[src/core/btsp_pkg.sv]
// Purpose: Constants, register map and state type for the byte timer
//          with shared prescaler.
// Assumes: One 100 MHz clock; an instruction cycle is four clock cycles.
// Notes:   Register offsets are indexes; byte address is four times the index.
//
// Summary of operation
// - Clock select clear: timer mode, one increment per instruction cycle with the prescaler on the watchdog.
// - A counter write blocks increments for the next two instruction cycles.
// - Clock select set: count pin edges; edge bit clear rising, set falling.
// - The count pin is synchronised first, so counted edges arrive late.
// - One 8-bit prescaler, given to the counter or the watchdog, never both.
// - Software can neither read nor write the prescaler count.
// - Assignment bit and 3-bit ratio sit in option register bits 3:0.
// - Assignment clear: prescaler feeds counter, ratio 1:2 to 1:256.
// - Assignment set: prescaler follows watchdog, ratio 1:1 to 1:128.
// - Counter writes clear the prescaler when it belongs to the counter.
// - Watchdog clear clears prescaler and watchdog when assigned to watchdog.
// - Software may change the assignment at any time, counter running.
// - A wrap from FFh to 00h sets the overflow flag, control bit 2.
// - Overflow request raised only while enable bit 5 is set.
// - Counter halts in sleep, so no overflow wakes the processor.

package btsp_pkg;

  // ---------------------------------------------------------------
  // Register map
  // ---------------------------------------------------------------
  localparam logic [7:0] IDX_TIMER_COUNT  = 8'h01;
  localparam logic [7:0] IDX_INTR_CONTROL = 8'h0B;
  localparam logic [7:0] IDX_OPTION       = 8'h81;
  localparam int         ADDR_IDX_LSB     = 2;
  localparam int         ADDR_IDX_MSB     = 9;

  // ---------------------------------------------------------------
  // Fields and reset values
  // ---------------------------------------------------------------
  localparam int         OPT_CS_BIT       = 5;
  localparam int         OPT_EDGE_BIT     = 4;
  localparam int         OPT_ASSIGN_BIT   = 3;
  localparam int         OPT_RATIO_LSB    = 0;
  localparam int         RATIO_W          = 3;
  localparam int         IC_FLAG_BIT      = 2;
  localparam int         IC_EN_BIT        = 5;
  localparam logic [7:0] OPTION_RST       = 8'hFF;
  localparam logic [7:0] INTR_CONTROL_RST = 8'h00;
  localparam logic [7:0] COUNT_RST        = 8'h00;
  localparam logic [7:0] PRE_RST          = 8'h00;
  localparam logic [7:0] COUNT_MAX        = 8'hFF;
  localparam logic [2:0] RATIO_MIN        = 3'h0;

  // ---------------------------------------------------------------
  // Timing
  // ---------------------------------------------------------------
  localparam int         CLK_PERIOD_NS    = 10;
  localparam int         INSTR_PERIOD_NS  = 40;
  localparam int         PHASES_PER_INSTR = INSTR_PERIOD_NS / CLK_PERIOD_NS;
  localparam logic [1:0] PHASE_RST        = 2'h0;
  localparam logic [1:0] PHASE_LAST       = 2'(PHASES_PER_INSTR - 1);
  localparam logic [1:0] INHIBIT_CYCLES   = 2'h2;
  localparam logic [1:0] INHIBIT_NONE     = 2'h0;

  // ---------------------------------------------------------------
  // State
  // ---------------------------------------------------------------
  typedef struct packed {
    logic [1:0] phase;
    logic [1:0] inhibit;
    logic       sync1;
    logic       sync2;
    logic       sync3;
    logic [7:0] pre;
    logic [7:0] count;
    logic [7:0] interrupt_control;
    logic [7:0] option;
    logic       wdt_clr;
    logic       wdt_out;
    logic       dp_valid;
    logic       dp_write;
    logic [7:0] dp_idx;
  } btsp_state_t;

  localparam btsp_state_t STATE_RST = '{
    phase: PHASE_RST, inhibit: INHIBIT_NONE, sync1: 1'b0, sync2: 1'b0,
    sync3: 1'b0, pre: PRE_RST, count: COUNT_RST, interrupt_control: INTR_CONTROL_RST,
    option: OPTION_RST, wdt_clr: 1'b0, wdt_out: 1'b0, dp_valid: 1'b0,
    dp_write: 1'b0, dp_idx: 8'h00};

endpackage : btsp_pkg

[src/core/btsp_timer.sv]
// Purpose: 8-bit timer/counter with shared 8-bit prescaler, AHB-Lite slave.
// Assumes: Pins synchronous to clk_sys; single word AHB transfers only.
// Notes:   Slave never waits; unmapped reads give zero, writes are dropped.
`timescale 1ns/1ns

module btsp_timer
  import btsp_pkg::*;
(
  input  wire logic        clk_sys,
  input  wire logic        sys_rst,
  input  wire logic        hsel,
  input  wire logic [31:0] haddr,
  input  wire logic [1:0]  htrans,
  input  wire logic        hwrite,
  input  wire logic [2:0]  hsize,
  input  wire logic [31:0] hwdata,
  input  wire logic        hready,
  output logic             hreadyout,
  output logic             hresp,
  output logic [31:0]      hrdata,
  input  wire logic        external_count_input,
  input  wire logic        sleep_active,
  input  wire logic        watchdog_clear_instr,
  input  wire logic        wdt_base_tick,
  output logic             wdt_scaled_tick,
  output logic             wdt_clear,
  output logic             overflow_irq
);

  // ---------------------------------------------------------------
  // Helpers
  // ---------------------------------------------------------------
  // Low bits all ones means the division period is complete
  function automatic logic [7:0] ratio_mask(input logic [2:0] r,
                                            input logic       extra);
    logic [8:0] t;
    t = 9'h001 << ({1'b0, r} + {3'h0, extra});
    return 8'(t - 9'h001);
  endfunction : ratio_mask

  btsp_state_t s_q;
  btsp_state_t s_d;

  logic       ap_take;
  logic       wr_hit;
  logic       tc_wr;
  logic       ic_wr;
  logic       op_wr;
  logic [7:0] wr_byte;
  logic [7:0] rd_byte;
  logic       src_ext;
  logic       edge_inv;
  logic       to_wdt;
  logic [2:0] ratio;
  logic       instr_tick;
  logic       edge_evt;
  logic       src_tick;
  logic       src_go;
  logic       pre_tick;
  logic [7:0] pre_mask;
  logic       pre_full;
  logic       cnt_inc;
  logic       ovf;

  // ---------------------------------------------------------------
  // Bus decode
  // ---------------------------------------------------------------
  assign ap_take = hsel && htrans[1] && hready;
  assign wr_byte = hwdata[7:0];
  assign wr_hit  = s_q.dp_valid && s_q.dp_write;
  assign tc_wr   = wr_hit && (s_q.dp_idx == IDX_TIMER_COUNT);
  assign ic_wr   = wr_hit && (s_q.dp_idx == IDX_INTR_CONTROL);
  assign op_wr   = wr_hit && (s_q.dp_idx == IDX_OPTION);

  // No index reaches the prescaler, so it stays hidden from software
  assign rd_byte = (s_q.dp_idx == IDX_TIMER_COUNT)  ? s_q.count  :
                   (s_q.dp_idx == IDX_INTR_CONTROL) ? s_q.interrupt_control :
                   (s_q.dp_idx == IDX_OPTION)       ? s_q.option : 8'h00;
  assign hrdata    = (s_q.dp_valid && !s_q.dp_write) ? {24'h000000, rd_byte}
                                                     : 32'h00000000;
  assign hreadyout = 1'b1;
  assign hresp     = 1'b0;

  // ---------------------------------------------------------------
  // Count path
  // ---------------------------------------------------------------
  // Fields are used live, so reassignment takes effect at once
  assign src_ext    = s_q.option[OPT_CS_BIT];
  assign edge_inv   = s_q.option[OPT_EDGE_BIT];
  assign to_wdt     = s_q.option[OPT_ASSIGN_BIT];
  assign ratio      = s_q.option[OPT_RATIO_LSB +: RATIO_W];
  assign instr_tick = (s_q.phase == PHASE_LAST);

  // Edge taken after the two-stage synchroniser: two cycles of latency
  assign edge_evt = (s_q.sync2 ^ edge_inv) && !(s_q.sync3 ^ edge_inv);
  assign src_tick = src_ext ? edge_evt : instr_tick;
  assign src_go   = src_tick && !sleep_active
                    && (s_q.inhibit == INHIBIT_NONE);

  // One prescaler, its input and output steered by the assignment bit
  assign pre_tick = to_wdt ? wdt_base_tick : src_go;
  assign pre_mask = to_wdt ? ratio_mask(ratio, 1'b0)
                           : ratio_mask(ratio, 1'b1);
  assign pre_full = pre_tick && ((s_q.pre & pre_mask) == pre_mask);
  assign cnt_inc  = to_wdt ? src_go : pre_full;
  assign ovf      = cnt_inc && (s_q.count == COUNT_MAX);

  // Flag and enable both come from flops, so the request is glitch free
  assign overflow_irq    = s_q.interrupt_control[IC_FLAG_BIT]
                           && s_q.interrupt_control[IC_EN_BIT];
  assign wdt_scaled_tick = s_q.wdt_out;
  assign wdt_clear       = s_q.wdt_clr;

  // ---------------------------------------------------------------
  // Next state
  // ---------------------------------------------------------------
  always_comb begin
    s_d          = s_q;
    s_d.phase    = s_q.phase + 2'h1;
    s_d.sync1    = external_count_input;
    s_d.sync2    = s_q.sync1;
    s_d.sync3    = s_q.sync2;
    s_d.dp_valid = ap_take && (haddr[31:ADDR_IDX_MSB+1] == '0);
    s_d.dp_write = hwrite;
    s_d.dp_idx   = haddr[ADDR_IDX_MSB:ADDR_IDX_LSB];
    s_d.wdt_clr  = watchdog_clear_instr;
    s_d.wdt_out  = to_wdt ? pre_full : wdt_base_tick;

    if (pre_tick) begin
      s_d.pre = s_q.pre + 8'h01;
    end
    if (tc_wr && !to_wdt) begin
      s_d.pre = PRE_RST;
    end
    if (watchdog_clear_instr && to_wdt) begin
      s_d.pre = PRE_RST;
    end

    if (tc_wr) begin
      s_d.inhibit = INHIBIT_CYCLES;
    end else if (instr_tick && s_q.inhibit != INHIBIT_NONE) begin
      s_d.inhibit = s_q.inhibit - 2'h1;
    end

    // Wraps to zero and keeps running; a write wins over the increment
    if (tc_wr) begin
      s_d.count = wr_byte;
    end else if (cnt_inc) begin
      s_d.count = s_q.count + 8'h01;
    end

    if (ic_wr) begin
      s_d.interrupt_control = wr_byte;
    end
    // Set after the write so an overflow is never lost to a clear
    if (ovf) begin
      s_d.interrupt_control[IC_FLAG_BIT] = 1'b1;
    end

    if (op_wr) begin
      s_d.option = wr_byte;
    end
  end

  always_ff @(posedge clk_sys) begin
    if (sys_rst) begin
      s_q <= STATE_RST;
    end else begin
      s_q <= s_d;
    end
  end
endmodule : btsp_timer

[config.mk]
export PLATFORM = sky130hd
export DESIGN_NAME = btsp_timer
export DESIGN_NICKNAME = d
export VERILOG_FILES = /design/src/core/btsp_pkg.sv /design/src/core/btsp_timer.sv
export SDC_FILE = /design/constraint.sdc
export NUM_CORES = 1
export LEC_CHECK = 0
export ABC_AREA = 1
export ABC_CLOCK_PERIOD_IN_PS = 2100
export BUFFER_PORTS_ARGS = -buffer_cell sky130_fd_sc_hd__buf_2
export CAP_MARGIN = 5
export CORE_MARGIN = 2
export CORE_UTILIZATION = 44
export CTS_CLUSTER_DIAMETER = 50
export DETAILED_ROUTE_END_ITERATION = 10
export PLACE_DENSITY = 0.8
export REMOVE_ABC_BUFFERS = 1
export SLEW_MARGIN = 5
export SYNTH_ARGS = -nofsm -noshare
export SYNTH_HDL_FRONTEND = slang
export SYNTH_SLANG_ARGS = --single-unit
[constraint.sdc]
create_clock -name clk_sys -period 2.1 [get_ports clk_sys]
set_input_delay 0.21 -clock clk_sys [delete_from_list [all_inputs] [get_ports clk_sys]]
set_output_delay 0.21 -clock clk_sys [all_outputs]
set_load 0.005 [all_outputs]
# == Word-level counts from Yosys, hierarchy flattened ==
# Index checks and enable logic that the tools add are counted.
# word_totals
ff_bits,51
inputBits,78
output_inout_bits,37
wordCells,78
# classes
addsub,7
eq_ne,6
shift,2
muxes,15
bitwise,3
reduce_logical,29
# op_table
operator,n
$mux 8,7
$logic_not 22->1,1
$logic_and 1x1->1,17
$add 8x1->8 const B,2
$eq 8x8->1 const B,2
$sub 8x1->8 const B,2
$and 8x8->8,1
$eq 8x1->1 const B,1
$eq 8x4->1 const B,1
$eq 8x8->1,1
$reduce_bool 2->1,4
$shl 1x3->8 const A,1
$shl 1x4->8 const A,1
$mux 1,5
$add 3x1->4 const B,1
$logic_not 1->1,4
$mux 2,2
$mux 3,1
$reduce_or 3->1,1
$add 2x1->2 const B,1
$eq 2x2->1 const B,1
$logic_not 2->1,1
$reduce_or 2->1,1
$sub 2x1->2 const B,1
$xor 1x1->1,2

# == Logic depth before layout (Yosys ltp) ==
# logic_depth
ltp_word,11
mapped_depth,18
depth_no_buf,18

# == Worst setup path after synthesis ==
# No wires, ideal clock.
# synth_path
path_kind,register to register
start,"register s_q, in the netlist ratio[0]"
end,register s_q[34] (netlist name)
setup_ps,131
arrival_ps,1964
required_time_ps,1969
slack_ps,5
stages_incl_launch_ff,19
path_buffers,0
synth_period_minus_slack_ps,2095
cell_sequence,dfxtp_1 -> ha_1 -> inv_1 -> nand2_1 -> nand2_2 -> nand2_1 -> inv_1 -> nand2_2 -> ha_1 -> o22ai_1 -> inv_1 -> nand3_2 -> nor2_2 -> nand3_2 -> nand2_2 -> nand2_4 -> nand2_4 -> nand2_1 -> a21oi_2
# synth_between
elab_chain_len,9
elab_cells_between_ends,11
classes_between,add/sub (3); eq/ne (1); shift (2); mux (2); bitwise (1); reduce/logical (2)
# synth_rtl
element,line_no,source
from (decl),btsp_timer.sv:41,btsp_state_t s_q;
from (signal assigned),btsp_timer.sv:167,s_q <= STATE_RST;
from (signal assigned),btsp_timer.sv:169,s_q <= s_d;
$add 3x1->4,btsp_timer.sv:37,"t = 9'h001 << ({1'b0, r} + {3'h0, extra});"
$shl 1x4->8,btsp_timer.sv:37,
$sub 8x1->8,btsp_timer.sv:38,return 8'(t - 9'h001);
$mux 8 (*),btsp_timer.sv:102,"assign pre_mask = to_wdt ? ratio_mask(ratio, 1'b0)"
$and 8x8->8,btsp_timer.sv:104,assign pre_full = pre_tick && ((s_q.pre & pre_mask) == pre_mask);
$eq 8x8->1 (*),btsp_timer.sv:104,
$logic_and 1x1->1 (*),btsp_timer.sv:104,
$mux 1 (*),btsp_timer.sv:105,assign cnt_inc = to_wdt ? src_go : pre_full;
$reduce_bool 2->1 (no source line) (*),n/a,
# Mark *: on every way between the ends. The rest lies on a longest branch, timed or not.
# A chain may end at the register's enable or synchronous reset.

# == Worst setup path in the final report ==
# layout_path
start,"register s_q, in the netlist ratio[1]"
end,register s_q[28] (netlist name)
# The elaborated chain is that of the path after synthesis.

==> results.cfg <==
[run_status]
status = finished, violations left
violations = setup timing

[cells_and_area]
finalNetCount = 596
layout_common_cells = nand2_1 (69), inv_1 (64), buf_2 (58)
final_common_cell = nand2_1
layout-drive-gt1-share = 0.283
n_fill_cell = 589
syn_to_final_growth_pct = 25.5
diodes = 0
fin_area_um2 = 3630

[clock_tree]
cts-htree-levels = 2
cts-root-buf = clkbuf_8
clkTransAtPathRegs_ns = 0.08
cts.path.max_buffers = 2
cts_tree = yes
cts.sinks = 51
cts_buffers = 5
clkLatencyLatePin_ns = 0.31

[drt]
viasPerCell = 5.02
dr_total_vias = 2958
antenna_left = 0
drtIter0Drc = 161
first_pass_iters = 4
drc = 0
drt_wl_total_mm = 7.00
routedWlPerCell_um = 11.9

[timing]
drv_slew = 0
layout_min_cycle_time_ns = 2.19
skew_ns = 0.00976
period_share = 1.04
worst_pin_slew_ns = 0.543
setup_viol = 9
rsz0062_at_grt = true
fin_ws_ns = -0.0889
fmax_ghz = 0.457
hold_viol = 0
slew_headroom = 0.637
setup_tns_ns = -0.429

[synth]
yosysTopAreaCellShare = 0.353
synth-main-ff-cell = dfxtp_1
synth_edf_count = 0
synthCells = 428
synth_cell_types = 35
postSynthRegisterBits = 51
ys_warn_count = 0
netlist.top_cell.by_area = dfxtp_1
synth_area_um2 = 2900
synth_area_leaders = dfxtp_1 (35%), nand2_1 (10%), inv_1 (8.7%)
synth_area_per_cell_um2 = 6.76
async_flop_share = 0
seq_area_frac_synth = 0.353

[critical_path]
worst-path-max-fanout = 8
rrSetupSlack_ns = -0.09
crit_top_cell = nand2_4
r2r_end = s_q[28]
critical_path.cell_chain = ha_4 -> inv_2 -> nand2_2 -> nand2_4 -> nand2_2 -> inv_2 -> nand2_4 -> ha_4 -> o22ai_2 -> inv_1 -> nand3_2 -> nor2_2 -> nand3_2 -> nand2_4 -> nand2_8 -> nand2_8 -> nand2_1 -> a21oi_1
slowest_delay_ns = 0.34
crit_path_start_kind = flop
crit_slowest_cell = dfxtp_2
crit-reg2reg-launch = ratio[1]
cp.required_ns = 2.34
criticalPathCategory = reg2reg
ff2ff_path_depth = 18
cp-end-kind = flop
crit_arrival_ns = 2.42

[placed_design]
dpl_cell_area_um2 = 3270
io_buffer_count = 58
gp_congestion = 0.897
dp.final_hpwl_mm = 4.89

[worst_hold_path]
hold_path_depth = 3
hp-start = haddr[9]
hp-class = in2reg
hold-path-endpoint = s_q[7]

[global_route]
grt_pass1_vias = 2581
grt_overflow_total = 0
grt_pass1_wl_mm = 11.2
grt_antenna_before_repair = 0
grt_max_degree = 27
grtUsageTotal = 0.190

[floorplanning]
start_util = 0.456
coreArea_um2 = 6350
die_w_um = 85.1
fp.dieArea_um2 = 7250
io_pins = 115
std_cell_rows = 29
die_h_um = 85.1

[power]
p_leak_nw = 1.78
power_density_nw_per_um2 = 470
ir_worst_vdd_mv = 0.422
total_power_mw = 1.71

[flow_run]
cap_violations = 0
[stage by stage]
stage	instances	worst slack [ns]	hold WS, ns	utilization
global placement	569	-0.0998	0.391	0.514
finish	589	-0.0889	0.0969	0.572
global route	589	-0.209	0.0970	0.572
CTS	585	-0.0264	0.0935	0.545
floorplan	416	-0.173	0.272	-
detailed placement	569	-0.133	0.399	0.514
[synthesized netlist by cell type (all sizes together), types with 4 or more instances]
| master | number |
|---|---|
| a21oi | 33 |
| clkbuf | 7 |
| ha | 6 |
| dfxtp | 51 |
| nand3b | 4 |
| inv | 69 |
| nor2 | 41 |
| o211ai | 4 |
| o21ai | 33 |
| nand2 | 86 |
| buf | 29 |
| nand3 | 36 |
| nor4 | 7 |
[final cells by class]
type | count | area, um^2 | share of cell area
Clock inverter | 1 | 5.00 | 0.00138
Clock buffer | 6 | 82.6 | 0.0227
Timing Repair Buffer | 87 | 512 | 0.141
Sequential cell | 51 | 1030 | 0.283
Multi-Input combinational cell | 296 | 1630 | 0.449
Tap cell | 77 | 96.3 | 0.0265
Inverter | 70 | 274 | 0.0754
Timing Repair inverter | 1 | 5.00 | 0.00138
[what timing repair did]
action,in CTS,in global routing
gates resized for setup,12,32
cloned,1,1
pin swaps,16,12
endpoints found under the setup margin,12,17
hold buffers,0,0
setup buffers,8,3
[critical path, delay by kind of cell (launching register included)]
kind | cells | cell delay (ns)
buffers and inverters | 3 | 0.18
adder cells (fa/ha/maj) | 2 | 0.49
AO/OA/AOI/OAI | 2 | 0.20
AND/OR/NAND/NOR | 11 | 0.90
flip-flops | 1 | 0.34
[worst max path at each step]
stage / cells past startpoint / startpoint / end
2_1_floorplan: 7 / s_q[1] / s_q[41]
3_3_place_gp: 18 / ratio[0] / s_q[34]
3_5_place_dp: 18 / ratio[0] / s_q[32]
4_1_cts: 18 / ratio[1] / s_q[32]
5_1_grt: 18 / ratio[1] / s_q[28]
6_report: 18 / ratio[1] / s_q[28]
[layer usage]
layer | track usage | routed length [um] | vias up
li1 | - | - | 1487
met1 | 0.238 | 2940 | 1320
met2 | 0.323 | 3350 | 138
met3 | 0.0399 | 607 | 13
met4 | 0.0649 | 105 | 0
met5 | 0 | 0 | -
[sequential cells by signal (all words and copies together) (netlist names)]
| name | count |
|---|---|
| s_q | 43 |
| wdt_scaled_tick | 1 |
| s_d | 2 |
| edge_inv | 1 |
| ratio | 3 |
| wdt_clear | 1 |
[report_power, final]
group          internal (mW)  switching, mW
Clock                  0.259          0.313
Sequential             0.983         0.0125
Combinational         0.0593         0.0793
Total                   1.30          0.405
[logic make-up (layout without fill, tap and decap cells)]
| family | count (synthesis) | count (layout) | share of synthesized area |
|---|---|---|---|
| simple gates | 184 | 185 | 0.293 |
| buf+inv | 106 | 165 | 0.176 |
| compound gates | 76 | 76 | 0.140 |
| flops | 51 | 51 | 0.353 |
| fa+ha+maj | 6 | 6 | 0.0259 |
| xor+xnor | 3 | 3 | 0.00908 |
| other cells | 2 | 26 | 0.00259 |
(Power assumes the default switching activity.)
